$ cat src/pkg/sfc_map.vh
// constants for the serial flash host controller
`ifndef SFC_MAP_VH
`define SFC_MAP_VH

// ==========================================================
// opcodes sent on the bus
`define SFC_OPC_WRITE_ENABLE   8'h06
`define SFC_OPC_HS_READ        8'h0B
`define SFC_OPC_DUAL_OUT       8'h3B
`define SFC_OPC_DUAL_IO        8'hBB
`define SFC_OPC_PAGE_PROG      8'h02
`define SFC_OPC_SECT_ERASE     8'h20
`define SFC_OPC_SECT_ERASE_ALT 8'hD7
`define SFC_OPC_BLOCK_ERASE    8'hD8
`define SFC_OPC_CHIP_ERASE     8'h60
`define SFC_OPC_CHIP_ERASE_ALT 8'hC7

// ==========================================================
// operation codes on the command port
`define SFC_OP_HS_READ     3'h0
`define SFC_OP_DUAL_OUT    3'h1
`define SFC_OP_DUAL_IO     3'h2
`define SFC_OP_PAGE_PROG   3'h3
`define SFC_OP_SECT_ERASE  3'h4
`define SFC_OP_BLOCK_ERASE 3'h5
`define SFC_OP_CHIP_ERASE  3'h6

// ==========================================================
// serial clocks per phase
`define SFC_CLKS_BYTE      6'h08
`define SFC_CLKS_BYTE_DUAL 6'h04
`define SFC_CLKS_ADDR      6'h18
`define SFC_CLKS_ADDR_DUAL 6'h0C

// ==========================================================
// timing: rate, serial clock divider, chip select gap, busy waits
`define SFC_CLK_MHZ            40
`define SFC_SCK_HALF_CYC       8'h04
`define SFC_CS_HIGH_NS         50
`define SFC_CS_HIGH_CYC        ((`SFC_CS_HIGH_NS*`SFC_CLK_MHZ+999)/1000)
`define SFC_PAGE_WRITE_TIME_US 1000
`define SFC_SECTOR_ERASE_TIME_US 50000
`define SFC_BLOCK_ERASE_TIME_US  100000
`define SFC_FULL_ERASE_TIME_US   1000000
`define SFC_US_TO_CYC(us)      ((us)*`SFC_CLK_MHZ)

`endif

$ cat src/rtl/sfc_host.v
// host controller that drives a serial flash over its pins
// Function
// - msb first on rising clocks; select never rises inside a byte
// - high speed read: 0BH, 24 address bits, dummy byte, one line
// - chip select stays low over the read; data follows the dummy cycle
// - dual output read sends 3BH, address and dummy byte on io line 0
// - dual io read: BBH single, then address and dummy two bits a clock
// - dual address: odd bits on io line 1, even on io line 0, same edge
// - host releases both io lines during the dual io dummy clocks
// - page program: 02H, three address bytes, data, then select high
// - host must only program bytes already erased to all ones
// - sector erase uses 20H or D7H plus address; bits 12 up pick sector
// - block erase uses D8H plus address; bits 16 up pick the block
// - chip erase uses 60H or C7H with no address
// - host sends write enable in its own frame before program or erase
// - program and erase start on chip select rising after the last bit
// - program and erase are self timed; host waits the operation time
`include "sfc_map.vh"

module sfc_host #(
  parameter        LEN_W          = 16,
  parameter [7:0]  SCK_HALF       = `SFC_SCK_HALF_CYC,
  parameter [31:0] CS_HIGH_CYC    = `SFC_CS_HIGH_CYC,
  parameter [31:0] PAGE_WRITE_CYC = `SFC_US_TO_CYC(`SFC_PAGE_WRITE_TIME_US),
  parameter [31:0] SECT_ERASE_CYC =
    `SFC_US_TO_CYC(`SFC_SECTOR_ERASE_TIME_US),
  parameter [31:0] BLK_ERASE_CYC  = `SFC_US_TO_CYC(`SFC_BLOCK_ERASE_TIME_US),
  parameter [31:0] FULL_ERASE_CYC = `SFC_US_TO_CYC(`SFC_FULL_ERASE_TIME_US)
) (
  // clock and reset
  input  wire             clk,
  input  wire             resetn,
  // command port
  input  wire             cmdValid,
  output reg              cmdReady,
  input  wire [2:0]       cmdOp,
  input  wire             cmdAlt,
  input  wire [23:0]      cmdAddr,
  input  wire [LEN_W-1:0] cmdLen,
  // program data in
  input  wire             wrValid,
  output reg              wrReady,
  input  wire [7:0]       wrData,
  // read data out
  output wire             rdValid,
  input  wire             rdReady,
  output wire [7:0]       rdData,
  // status
  output reg              busy,
  output reg              done,
  // flash pins
  output reg              csN,
  output reg              sck,
  output reg              io0Out,
  output reg              io0Oe,
  input  wire             io0In,
  output reg              io1Out,
  output reg              io1Oe,
  input  wire             io1In
);

  // =======================================================
  // states
  localparam [3:0] S_IDLE  = 4'h0;
  localparam [3:0] S_WEN   = 4'h1;
  localparam [3:0] S_GAP   = 4'h2;
  localparam [3:0] S_CMD   = 4'h3;
  localparam [3:0] S_ADDR  = 4'h4;
  localparam [3:0] S_DUMMY = 4'h5;
  localparam [3:0] S_RDATA = 4'h6;
  localparam [3:0] S_WLOAD = 4'h7;
  localparam [3:0] S_WDATA = 4'h8;
  localparam [3:0] S_END   = 4'h9;
  localparam [3:0] S_BUSY  = 4'hA;

  localparam [LEN_W-1:0] LEN_ONE = 1;

  reg  [3:0]       state_r,  state_nxt;
  reg  [31:0]      txSr_r,   txSr_nxt;
  reg              dual_r,   dual_nxt;
  reg  [5:0]       bits_r,   bits_nxt;
  reg  [LEN_W-1:0] len_r,    len_nxt;
  reg  [2:0]       op_r,     op_nxt;
  reg              alt_r,    alt_nxt;
  reg  [23:0]      addr_r,   addr_nxt;
  reg  [7:0]       rxSr_r,   rxSr_nxt;
  reg  [7:0]       div_r,    div_nxt;
  reg  [31:0]      tmr_r,    tmr_nxt;
  reg              finish_r, finish_nxt;
  reg              push_r,   push_nxt;
  reg  [7:0]       pushD_r,  pushD_nxt;
  reg              sck_nxt,  csN_nxt;
  reg              cmdReady_nxt, wrReady_nxt, busy_nxt, done_nxt;
  reg              io0Oe_nxt, io1Oe_nxt;
  reg              io0Meta_r, io0Sync_r, io1Meta_r, io1Sync_r;
  wire             bufInReady;
  wire             isWrite, isRead, dualData, tick, stall, running;
  reg  [7:0]       opcode;
  reg  [31:0]      opTime;

  // =======================================================
  // pin inputs pass two flops; half period must be at least
  // three cycles so the synced value has settled at the rise
  always @(posedge clk) begin
    if (!resetn) begin
      io0Meta_r <= 1'b0;
      io0Sync_r <= 1'b0;
      io1Meta_r <= 1'b0;
      io1Sync_r <= 1'b0;
    end else begin
      io0Meta_r <= io0In;
      io0Sync_r <= io0Meta_r;
      io1Meta_r <= io1In;
      io1Sync_r <= io1Meta_r;
    end
  end

  // =======================================================
  // operation decode
  assign isWrite  = (op_r >= `SFC_OP_PAGE_PROG);
  assign isRead   = ~isWrite;
  assign dualData = (op_r != `SFC_OP_HS_READ);

  // opcode and wait time for the captured operation
  always @* begin
    case (op_r)
      `SFC_OP_HS_READ:     opcode = `SFC_OPC_HS_READ;
      `SFC_OP_DUAL_OUT:    opcode = `SFC_OPC_DUAL_OUT;
      `SFC_OP_DUAL_IO:     opcode = `SFC_OPC_DUAL_IO;
      `SFC_OP_PAGE_PROG:   opcode = `SFC_OPC_PAGE_PROG;
      `SFC_OP_SECT_ERASE:  opcode = alt_r ? `SFC_OPC_SECT_ERASE_ALT
                                          : `SFC_OPC_SECT_ERASE;
      `SFC_OP_BLOCK_ERASE: opcode = `SFC_OPC_BLOCK_ERASE;
      `SFC_OP_CHIP_ERASE:  opcode = alt_r ? `SFC_OPC_CHIP_ERASE_ALT
                                          : `SFC_OPC_CHIP_ERASE;
      default:             opcode = `SFC_OPC_HS_READ;
    endcase
    case (op_r)
      `SFC_OP_PAGE_PROG:   opTime = PAGE_WRITE_CYC;
      `SFC_OP_SECT_ERASE:  opTime = SECT_ERASE_CYC;
      `SFC_OP_BLOCK_ERASE: opTime = BLK_ERASE_CYC;
      default:             opTime = FULL_ERASE_CYC;
    endcase
  end

  // =======================================================
  // serial clock divider; a full receive buffer freezes the
  // clock just before the last rise of a byte, so no word is lost
  assign running = (state_r == S_WEN)   || (state_r == S_CMD)   ||
                   (state_r == S_ADDR)  || (state_r == S_DUMMY) ||
                   (state_r == S_RDATA) || (state_r == S_WDATA);
  assign tick    = running && (div_r == SCK_HALF - 8'h01);
  assign stall   = (state_r == S_RDATA) && !sck && (bits_r == 6'h01) &&
                   !bufInReady;

  // =======================================================
  // next state and datapath
  always @* begin
    state_nxt    = state_r;
    txSr_nxt     = txSr_r;
    dual_nxt     = dual_r;
    bits_nxt     = bits_r;
    len_nxt      = len_r;
    op_nxt       = op_r;
    alt_nxt      = alt_r;
    addr_nxt     = addr_r;
    rxSr_nxt     = rxSr_r;
    div_nxt      = div_r;
    tmr_nxt      = tmr_r;
    finish_nxt   = finish_r;
    push_nxt     = 1'b0;
    pushD_nxt    = pushD_r;
    sck_nxt      = sck;
    csN_nxt      = csN;
    cmdReady_nxt = cmdReady;
    wrReady_nxt  = 1'b0;
    busy_nxt     = busy;
    done_nxt     = 1'b0;
    if (running && !tick) begin
      div_nxt = div_r + 8'h01;
    end else if (tick && !stall) begin
      div_nxt = 8'h00;
      if (!sck) begin
        // rising edge: the device samples here, we sample its data
        sck_nxt = 1'b1;
        if (state_r == S_RDATA) begin
          rxSr_nxt = dualData ? {rxSr_r[5:0], io1Sync_r, io0Sync_r}
                              : {rxSr_r[6:0], io1Sync_r};
          if (bits_r == 6'h01) begin
            push_nxt  = 1'b1;
            pushD_nxt = rxSr_nxt;
          end
        end
      end else begin
        // falling edge: next bit goes out, msb first
        sck_nxt  = 1'b0;
        bits_nxt = bits_r - 6'h01;
        txSr_nxt = dual_r ? {txSr_r[29:0], 2'b00}
                          : {txSr_r[30:0], 1'b0};
        if (bits_r == 6'h01) begin
          // phase ends only after its last whole bit
          case (state_r)
            S_WEN: begin
              // select rises a cycle after this last fall, never with it
              state_nxt = S_GAP;
              tmr_nxt   = CS_HIGH_CYC + 32'h0000_0001;
            end
            S_CMD: begin
              if (op_r == `SFC_OP_CHIP_ERASE) begin
                state_nxt = S_END;
              end else begin
                state_nxt = S_ADDR;
                txSr_nxt  = {addr_r, 8'h00};
                dual_nxt  = (op_r == `SFC_OP_DUAL_IO);
                bits_nxt  = dual_nxt ? `SFC_CLKS_ADDR_DUAL
                                     : `SFC_CLKS_ADDR;
              end
            end
            S_ADDR: begin
              txSr_nxt = 32'h0000_0000;
              if (isRead) begin
                state_nxt = S_DUMMY;
                bits_nxt  = dual_r ? `SFC_CLKS_BYTE_DUAL : `SFC_CLKS_BYTE;
              end else if (op_r == `SFC_OP_PAGE_PROG) begin
                state_nxt = S_WLOAD;
                dual_nxt  = 1'b0;
              end else begin
                state_nxt = S_END;
              end
            end
            S_DUMMY: begin
              state_nxt = S_RDATA;
              dual_nxt  = 1'b0;
              bits_nxt  = dualData ? `SFC_CLKS_BYTE_DUAL : `SFC_CLKS_BYTE;
            end
            S_RDATA: begin
              if (len_r == {LEN_W{1'b0}}) begin
                state_nxt = S_END;
              end else begin
                len_nxt  = len_r - LEN_ONE;
                bits_nxt = dualData ? `SFC_CLKS_BYTE_DUAL : `SFC_CLKS_BYTE;
              end
            end
            S_WDATA: begin
              if (len_r == {LEN_W{1'b0}}) begin
                state_nxt = S_END;
              end else begin
                len_nxt   = len_r - LEN_ONE;
                state_nxt = S_WLOAD;
              end
            end
            default: state_nxt = S_END;
          endcase
        end
      end
    end
    case (state_r)
      S_IDLE: begin
        cmdReady_nxt = 1'b1;
        if (cmdValid && cmdReady) begin
          cmdReady_nxt = 1'b0;
          busy_nxt     = 1'b1;
          op_nxt       = cmdOp;
          alt_nxt      = cmdAlt;
          addr_nxt     = cmdAddr;
          len_nxt      = cmdLen;
          finish_nxt   = 1'b0;
          csN_nxt      = 1'b0;
          dual_nxt     = 1'b0;
          bits_nxt     = `SFC_CLKS_BYTE;
          div_nxt      = 8'h00;
          if (cmdOp >= `SFC_OP_PAGE_PROG) begin
            state_nxt = S_WEN;
            txSr_nxt  = {`SFC_OPC_WRITE_ENABLE, 24'h000000};
          end else begin
            state_nxt = S_CMD;
            txSr_nxt  = {opcodeOf(cmdOp, cmdAlt), 24'h000000};
          end
        end
      end
      S_GAP: begin
        // chip select stays high for its least time between frames
        if (tmr_r > 32'h0000_0001) begin
          tmr_nxt = tmr_r - 32'h0000_0001;
          csN_nxt = 1'b1;
        end else if (finish_r) begin
          state_nxt = S_IDLE;
          busy_nxt  = 1'b0;
          done_nxt  = 1'b1;
        end else begin
          state_nxt = S_CMD;
          csN_nxt   = 1'b0;
          txSr_nxt  = {opcode, 24'h000000};
          bits_nxt  = `SFC_CLKS_BYTE;
          div_nxt   = 8'h00;
        end
      end
      S_WLOAD: begin
        // one data byte per handshake; the clock waits for it
        wrReady_nxt = !(wrValid && wrReady);
        if (wrValid && wrReady) begin
          state_nxt = S_WDATA;
          txSr_nxt  = {wrData, 24'h000000};
          bits_nxt  = `SFC_CLKS_BYTE;
          div_nxt   = 8'h00;
        end
      end
      S_END: begin
        csN_nxt    = 1'b1;
        finish_nxt = 1'b1;
        if (isWrite) begin
          state_nxt = S_BUSY;
          tmr_nxt   = opTime;
        end else begin
          state_nxt = S_GAP;
          tmr_nxt   = CS_HIGH_CYC;
        end
      end
      S_BUSY: begin
        // no status polling here, so wait the full operation time
        if (tmr_r > 32'h0000_0001) begin
          tmr_nxt = tmr_r - 32'h0000_0001;
        end else begin
          state_nxt = S_IDLE;
          busy_nxt  = 1'b0;
          done_nxt  = 1'b1;
        end
      end
      default: begin
      end
    endcase
    // line drivers follow the next state; io lines are released
    // through the dual io dummy and all read data clocks
    io0Oe_nxt = (state_nxt == S_WEN)   || (state_nxt == S_CMD)   ||
                (state_nxt == S_ADDR)  || (state_nxt == S_WLOAD) ||
                (state_nxt == S_WDATA) ||
                (state_nxt == S_DUMMY && op_r != `SFC_OP_DUAL_IO);
    io1Oe_nxt = (state_nxt == S_ADDR) && dual_nxt;
  end

  // opcode lookup for a command not yet captured
  function [7:0] opcodeOf;
    input [2:0] op;
    input       alt;
    begin
      case (op)
        `SFC_OP_HS_READ:  opcodeOf = `SFC_OPC_HS_READ;
        `SFC_OP_DUAL_OUT: opcodeOf = `SFC_OPC_DUAL_OUT;
        `SFC_OP_DUAL_IO:  opcodeOf = `SFC_OPC_DUAL_IO;
        default:          opcodeOf = alt ? `SFC_OPC_CHIP_ERASE_ALT
                                         : `SFC_OPC_CHIP_ERASE;
      endcase
    end
  endfunction

  // =======================================================
  // registers
  always @(posedge clk) begin
    if (!resetn) begin
      state_r  <= S_IDLE;
      txSr_r   <= 32'h0000_0000;
      dual_r   <= 1'b0;
      bits_r   <= 6'h00;
      len_r    <= {LEN_W{1'b0}};
      op_r     <= 3'h0;
      alt_r    <= 1'b0;
      addr_r   <= 24'h000000;
      rxSr_r   <= 8'h00;
      div_r    <= 8'h00;
      tmr_r    <= 32'h0000_0000;
      finish_r <= 1'b0;
      push_r   <= 1'b0;
      pushD_r  <= 8'h00;
      cmdReady <= 1'b0;
      wrReady  <= 1'b0;
      busy     <= 1'b0;
      done     <= 1'b0;
      csN      <= 1'b1;
      sck      <= 1'b0;
      io0Out   <= 1'b0;
      io0Oe    <= 1'b0;
      io1Out   <= 1'b0;
      io1Oe    <= 1'b0;
    end else begin
      state_r  <= state_nxt;
      txSr_r   <= txSr_nxt;
      dual_r   <= dual_nxt;
      bits_r   <= bits_nxt;
      len_r    <= len_nxt;
      op_r     <= op_nxt;
      alt_r    <= alt_nxt;
      addr_r   <= addr_nxt;
      rxSr_r   <= rxSr_nxt;
      div_r    <= div_nxt;
      tmr_r    <= tmr_nxt;
      finish_r <= finish_nxt;
      push_r   <= push_nxt;
      pushD_r  <= pushD_nxt;
      cmdReady <= cmdReady_nxt;
      wrReady  <= wrReady_nxt;
      busy     <= busy_nxt;
      done     <= done_nxt;
      csN      <= csN_nxt;
      sck      <= sck_nxt;
      io0Out   <= dual_nxt ? txSr_nxt[30] : txSr_nxt[31];
      io0Oe    <= io0Oe_nxt;
      io1Out   <= txSr_nxt[31];
      io1Oe    <= io1Oe_nxt;
    end
  end

  // =======================================================
  // read data buffer
  sfc_rx_buf #(
    .WIDTH (8),
    .DEPTH (2),
    .CW    (2)
  ) u_rx_buf (
    .clk      (clk),
    .resetn   (resetn),
    .inValid  (push_r),
    .inReady  (bufInReady),
    .inData   (pushD_r),
    .outValid (rdValid),
    .outReady (rdReady),
    .outData  (rdData)
  );

endmodule // sfc_host

$ cat src/rtl/sfc_rx_buf.v
// small shift buffer between the serial receiver and the read data port
module sfc_rx_buf #(
  parameter WIDTH = 8,
  parameter DEPTH = 2,
  parameter CW    = 2
) (
  // clock and reset
  input  wire             clk,
  input  wire             resetn,
  // filling side
  input  wire             inValid,
  output wire             inReady,
  input  wire [WIDTH-1:0] inData,
  // draining side
  output wire             outValid,
  input  wire             outReady,
  output wire [WIDTH-1:0] outData
);

  localparam [CW-1:0] FULL_CNT = DEPTH;
  localparam [CW-1:0] ONE      = 1;

  reg  [WIDTH-1:0] ent_r [0:DEPTH-1];
  reg  [CW-1:0]    count_r;
  reg              headValid_r;
  reg  [CW-1:0]    count_nxt;
  wire             push;
  wire             pop;

  // =======================================================
  // handshake
  assign inReady  = (count_r != FULL_CNT);
  assign push     = inValid & inReady;
  assign pop      = headValid_r & outReady;
  assign outValid = headValid_r;
  assign outData  = ent_r[0];   // head entry is a flop

  always @* begin
    count_nxt = count_r;
    if (push && !pop) begin
      count_nxt = count_r + ONE;
    end else if (pop && !push) begin
      count_nxt = count_r - ONE;
    end
  end

  // occupancy and a registered copy of the head's valid
  always @(posedge clk) begin
    if (!resetn) begin
      count_r     <= {CW{1'b0}};
      headValid_r <= 1'b0;
    end else begin
      count_r     <= count_nxt;
      headValid_r <= (count_nxt != {CW{1'b0}});
    end
  end

  // =======================================================
  // entries shift toward the head on pop
  genvar i;
  generate
    for (i = 0; i < DEPTH; i = i + 1) begin : g_ent
      localparam [CW-1:0] IDX = i;
      wire [WIDTH-1:0] upper;
      if (i < DEPTH - 1) begin : g_up
        assign upper = ent_r[i+1];
      end else begin : g_top
        assign upper = ent_r[i];
      end
      always @(posedge clk) begin
        if (!resetn) begin
          ent_r[i] <= {WIDTH{1'b0}};
        end else if (pop) begin
          ent_r[i] <= (push && IDX == count_r - ONE) ? inData : upper;
        end else if (push && IDX == count_r) begin
          ent_r[i] <= inData;
        end
      end
    end
  endgenerate

endmodule // sfc_rx_buf

$ cat config.mk
export PLATFORM = sky130hd
export DESIGN_NAME = sfc_host
export DESIGN_NICKNAME = d
export VERILOG_FILES = /design/src/rtl/sfc_host.v /design/src/rtl/sfc_rx_buf.v
export VERILOG_INCLUDE_DIRS = /design/src /design/src/pkg
export SDC_FILE = /design/constraint.sdc
export NUM_CORES = 1
export LEC_CHECK = 0
export ABC_AREA = 1
export BUFFER_PORTS_ARGS = -buffer_cell sky130_fd_sc_hd__buf_2
export CAP_MARGIN = 20
export CORE_UTILIZATION = 62
export CTS_BUF_LIST = sky130_fd_sc_hd__clkbuf_4 sky130_fd_sc_hd__clkbuf_8
export DETAILED_ROUTE_END_ITERATION = 10
export GPL_ROUTABILITY_DRIVEN = 0
export PLACE_DENSITY = 0.82
export REMOVE_ABC_BUFFERS = 1
export SKIP_CTS_REPAIR_TIMING = 1
export SLEW_MARGIN = 20
export SYNTH_ARGS = -nofsm -noshare
export SYNTH_HDL_FRONTEND = slang
export SYNTH_SLANG_ARGS = --single-unit
$ cat constraint.sdc
create_clock -name clk -period 2.6 [get_ports clk]
set_clock_uncertainty 0.1 [all_clocks]
set_input_delay 0.52 -clock clk [delete_from_list [all_inputs] [get_ports clk]]
set_output_delay 0.52 -clock clk [all_outputs]
set_load 0.005 [all_outputs]
; ---- After elaboration in Yosys (flattened, before gate mapping)
; Memory sizes are Yosys's and may differ from the RTL's.
; Cells that the tools add are included.
[totals]
register_bits = 161
mem_count = 1
latch_bits = 0
mem_bits_ro = 0
ramBits = 16
input_bits = 59
[mem_list]
columns = name, depth, word_bits, read_ports, rd_ports_with_merged_regs, write_ports, line_no
row1 = u_rx_buf.ent_r, 2, 8, 2, 0, 2, sfc_rx_buf.v:23  ; reg [WIDTH-1:0] ent_r [0:DEPTH-1];
[op_classes]
n_div = 0
eq_ne = 35
n_mux = 125
bitwise = 11
reduce_logical = 54
n_addsub = 6
n_mul = 0
n_lt_le_gt_ge = 3
n_shift = 0
[op_table]
columns = cell, count
row1 = 2-to-1 mux 32 bit, 18
row2 = 2-to-1 mux 16 bit, 8
row3 = 2-to-1 mux 8 bit, 16
row4 = one-hot mux 32 bit (2 select lines), 2
row5 = one-hot mux 32 bit (3 select lines), 1
row6 = one-hot mux 26 bit (3 select lines), 1
row7 = 2-to-1 mux 6 bit, 11
row8 = 2-to-1 mux 4 bit, 16
row9 = one-hot mux 8 bit (3 select lines), 2
row10 = one-hot mux 8 bit (6 select lines), 1
row11 = 2-to-1 mux 1 bit, 35
row12 = "greater-than comparator 32 x 1 -> 1 bit, second input constant", 1
row13 = "subtractor 32 x 1 -> 32 bit, second input constant", 1
row14 = "== test 4 x 3 -> 1 bit, second input constant", 7
row15 = one-hot mux 4 bit (6 select lines), 1
row16 = one-hot mux 6 bit (4 select lines), 1
row17 = one-hot mux 4 bit (5 select lines), 1
row18 = one-hot mux 6 bit (3 select lines), 1
row19 = "== test 4 bit, second input constant", 4
row20 = logical AND 1 bit, 16
row21 = logical NOT 16 bit, 1
row22 = "subtractor 16 x 1 -> 16 bit, second input constant", 1
row23 = "== test 4 x 2 -> 1 bit, second input constant", 3
row24 = logical OR 1 bit, 10
row25 = 34 further kinds, 75

; ---- Depth between registers and ports, before layout
[depth]
ltp_word = 18
depth_mapped = 18
depth_no_buf = 17

; ---- Cells and area by module
; Synthesis repeated with hierarchy kept, for this count alone.
[hier_totals]
cells_unflattened = 1357
area_unflattened_um2 = 9559.2
[by_module_without_submodules]
columns = module, cells_each, n_inst, area_each_um2
row1 = sfc_host, 1255, 1, 8598.2
row2 = sfc_rx_buf, 102, 1, 960.9

; ---- Worst setup path before layout
; OpenSTA, ideal clock, no wires.
[synth_timing]
path_kind = register to register
startpoint = register div_r[0]
endpoint = register tmr_r[12]
slack_ns = 0.483
setup_time_ns = 0.128
arrival_time_ns = 1.889
period_less_slack_ns = 2.117
stages_incl_launch_ff = 12
cell_sequence = dfxtp_1 ha_1 nand3_1 nor2_1 inv_1 nor2_2 nand4_4 nor2_2 nor2_4 buf_2 a21oi_1 nor2_1
[synth_via]
elab_chain_cells = 7
word_cells_on_any_way = 9
cone_classes = 1 x eq/ne / 4 x mux / 4 x reduce/logical
[synth_lines]
columns = item, line_no
row1 = from (decl), sfc_host.v:87  ; reg [7:0] div_r, div_nxt;
row2 = from (signal assigned), sfc_host.v:394  ; div_r <= div_nxt;
row3 = == test 8 x 2 -> 1 bit (*), sfc_host.v:152  ; assign tick = running && (div_r == SCK_HALF - 8'h01);
row4 = logical AND 1 bit (*), sfc_host.v:152
row5 = logical AND 1 bit or logical NOT 1 bit (tied branches), "sfc_host.v:181, sfc_host.v:179"
row6 = 2-to-1 mux 32 bit or logical AND 1 bit (tied branches), "sfc_host.v:181, sfc_host.v:179"
row7 = 2-to-1 mux 32 bit (*), sfc_host.v:179  ; if (running && !tick) begin
row8 = 2-to-1 mux 32 bit, "sfc_host.v:283, sfc_host.v:321"
row9 = one-hot mux 32 bit (2 select lines) (*), sfc_host.v:257  ; case (state_r)
row10 = to (signal assigned), sfc_host.v:395  ; tmr_r <= tmr_nxt;
row11 = to (decl), sfc_host.v:88  ; reg [31:0] tmr_r, tmr_nxt;
; Mark *: on every way between the ends. The rest lies on a longest branch, timed or not.
; A chain may end at the register's enable or synchronous reset.

; ---- Worst setup path after layout
[layout_timing]
startpoint = register bits_r[1]
endpoint = register io0Out
[layout_via]
elab_chain_cells = 11
word_cells_on_any_way = 21
cone_classes = 1 x eq/ne / 16 x mux / 4 x reduce/logical
[layout_lines]
columns = item, line_no
row1 = from (decl), sfc_host.v:81  ; reg [5:0] bits_r, bits_nxt;
row2 = from (signal assigned), sfc_host.v:388  ; bits_r <= bits_nxt;
row3 = == test 6 x 1 -> 1 bit (*), "sfc_host.v:153, sfc_host.v:200"
row4 = logical AND 1 bit (2 in a row), sfc_host.v:153  ; assign stall = (state_r == S_RDATA) && !sck && (bits_r == 6'h01) &&
row5 = logical NOT 1 bit, sfc_host.v:181  ; end else if (tick && !stall) begin
row6 = logical AND 1 bit, sfc_host.v:181
row7 = 2-to-1 mux 32 bit, sfc_host.v:181
row8 = 2-to-1 mux 32 bit, sfc_host.v:179
row9 = 2-to-1 mux 32 bit, sfc_host.v:286  ; end else if (finish_r) begin
row10 = 2-to-1 mux 32 bit, sfc_host.v:283  ; if (tmr_r > 32'h0000_0001) begin
row11 = one-hot mux 32 bit (3 select lines), sfc_host.v:257
row12 = 2-to-1 mux 1 bit (*), sfc_host.v:405  ; io0Out <= dual_nxt ? txSr_nxt[30] : txSr_nxt[31];
row13 = to (signal assigned), sfc_host.v:405
row14 = to (decl), sfc_host.v:54  ; output reg io0Out,
; Marks and branches as above.

==> impl_results.md <==
- Area of the multi-input gates: approximately 5000 um^2
- Area grow syn2layout: 12.2%
- Placeable core area: 15100 um^2
- Register area: 3690 um^2
- Pre-Repair DR Iteration Count: 6
- Register area share after synthesis: 38.5%
- Die Width: 126 um
- Row cnt: 45
- Most frequent cells after synthesis: 265 x nand2_1, 180 x inv_1, 161 x nor2_1
- CP Max Fanout: 14
- Status: complete, no violations
- Total of max-cap violations: 0
- Path type of the worst setup path: reg2reg
- Syn avg cell area: about 7 um^2
- Antenna violation net count after detailed routing: 0
- PD cells: between 1000 and 1500 nW/um^2
- Antenna cells: 0
- Req. time, crit path: 2.87 ns
- Synth cell types: 51
- Congestion Overflow GR: 0
- Final period utilization: between 90% and 100%
- FMAX: 405 MHz
- Post-Syn Area: approximately 9600 um^2
- CP max stage cell: dfxtp_1
- Fillers: 1305
- Design area: 10700 um^2
- Setup-failing EPs final: 0
- Synth Register Bits: 176
- Setup crit start kind: register
- Wire per inst: 14.8 um
- Max Slew Vio Count: 0
- Fin crit period: 2.47 ns
- Leak Pwr: 4.57 nW
- Critical Path AT: 2.74 ns
- Layout cell share with drive strength beyond 1: between 10% and 20%
- Clk buf depth: 2
- Initial Utilization: a little over three fifths
- Die area: about 16000 um^2
- CTS tree: yes
- Hold Vio Cnt, Final: 0
- Clock sinks: 176
- Slew Limit Headroom: 55.7%
- Number of enable flip-flop cells after synthesis: 16
- Cts bufs inserted: 17
- First-pass GRT wire length: about 40000 um
- Worst skew pair latency: 0.47 ns
- Port bufs: 77
- H-Tree Depth: 4
- Least-Margin Pin Slew: 0.661 ns
- Total Wirelength: 24800 um
- Setup crit end kind: register
- CTS Root Cell: clkbuf_8
- Placed instance area: 10200 um^2
- Cell with the most instances after synthesis: nand2_1
- Pre-CTS setup slack: 0.0455 ns
- DRC violations left: 0
- Vias in the first global route: 8878
- Io pins: slightly below 80
- Die height: roughly 130 um
- Via count: 9674
- Yosys warnings: 0
- Top FF cell, synth: dfxtp_1
- Synth top area share: around a third
- Area contributors post-synth: dfxtp_1 34%, nand2_1 10%, inv_1 7.1%
- # nets final: 1541
- Slowest stage delay, CP: 0.31 ns
- Yosys top cell by area: dfxtp_1
- Starting DRT DRC Count: approximately 900
- Async set-or-reset flop fraction in the synthesized netlist: 0%
- Mapped Cells: 1394
- DPL Wire Length: 17500 um
- Antenna violations before repair: 0
- Gr usage total: 31.6%
- Critical path, cell by cell: inv_1 -> ha_1 -> nand2_1 -> nor2_4 -> nand3_2 -> nand3_4 -> nor2_4 -> buf_4 -> buf_4 -> or2_1 -> o21ai_1 -> nor2_1 -> nor2_1 -> nand2_1 -> o21ai_1 -> inv_1
- Largest net degree at the start of global routing: 50
- Hold slack: around 0.13 ns
- Worst Hold Class: in2reg
- Vias per inst: 5.79
- Peak VDD IR: 0.854 mV
- Clock Pin Slew Worst Setup and Hold Paths: around 0.09 ns
- Final setup margin: about 0.13 ns
## cell families (layout without fill, tap and decap cells)
group	after synthesis	count (layout)	synth area share, %
compound gates	312	312	18.6
xor+xnor	32	32	2.93
fa+ha+maj	11	11	1.44
buf+inv	246	336	10.1
flops	176	176	38.5
mux	1	1	0.105
simple gates	616	616	28.3
## metrics by stage
step / instances / util (%) / setup TNS [ns] / total power, mW
finish: 1672 / 70.8 / 0 / 11.9
global route: 1672 / 70.8 / -0.00981 / 10.2
CTS: 1668 / 70.3 / 0 / 14.3
detailed placement: 1636 / 67.5 / 0 / 10.8
global placement: 1636 / 67.5 / 0 / 10.4
floorplan: 1336 / - / -8.97 / 10.3
## layer usage
metal | routed length [um] | GRT usage [%] | up-vias
li1 | - | - | 4747
met1 | 10500 | 40.5 | 4425
met2 | 11800 | 52.6 | 431
met3 | 1830 | 5.40 | 71
met4 | 675 | 13.2 | 0
met5 | 0 | 0 | -
## cell type report
cell class	instances	share of cell area (%)
sequential	176	34.4
inverter	188	6.62
timing repair buffer	116	6.67
multi-input combinational	972	46.2
tap	188	2.19
clock buffer	18	2.31
clock inverter	14	1.67
## registers in the layout, indices dropped and copies added, names as in the netlist, 2 cells and up
signal and flops:
addr_r 24, state_r 4, len_r 16, u_rx_buf.ent_r 16, pushD_r 8, bits_r 6
u_rx_buf.count_r 2, div_r 8, tmr_r 32, rxSr_r 7, op_r 3, txSr_r 31
## report_power, final
part / switching [mW] / internal, mW
Combinational: 4.21 / 2.15
Sequential: 0.310 / 3.13
Clock: 1.06 / 0.991
## final timing paths
check	cells past startpoint	to	slack, ns	from
max	16	io0Out	0.13	bits_r[1]
min	3	io0Meta_r	0.13	io0In
max reg2reg	16	io0Out	0.13	bits_r[1]
min reg2reg	2	io0Sync_r	0.33	io0Meta_r
## cells in the final DEF, fill, tap and decap left out, types with 4 or more instances in the layout
cell	netlist	layout
nand2_2	5	5
xor2_1	25	25
dfxtp_1	160	156
inv_1	180	179
nand4_1	15	15
o22ai_1	10	10
o2111ai_1	6	6
nand2_1	265	264
buf_4	4	36
a211oi_1	18	18
nor2_1	161	157
xnor2_1	7	7
o211ai_1	25	25
dfxtp_2	0	4
inv_2	8	7
nor4_1	4	4
or2_2	12	12
edfxtp_1	16	16
a31oi_1	19	19
ha_1	11	11
o21ai_1	11	13
inv_6	0	4
a21oi_1	93	93
nor2_4	4	7
nor3_1	23	23
clkbuf_8	0	18
buf_2	12	77
o21ai_0	114	112
o31ai_1	6	6
nand3_1	97	96
nor2_2	17	18
## worst max-delay path: cells and delay by family (launching register included)
| family | cells | cell delay (ns) |
|---|---|---|
| flops | 1 | 0.31 |
| compound gates | 2 | 0.14 |
| simple gates | 9 | 1.16 |
| buf+inv | 4 | 0.47 |
| fa+ha+maj | 1 | 0.16 |
Note: power is estimated with default switching activity, not from simulation.
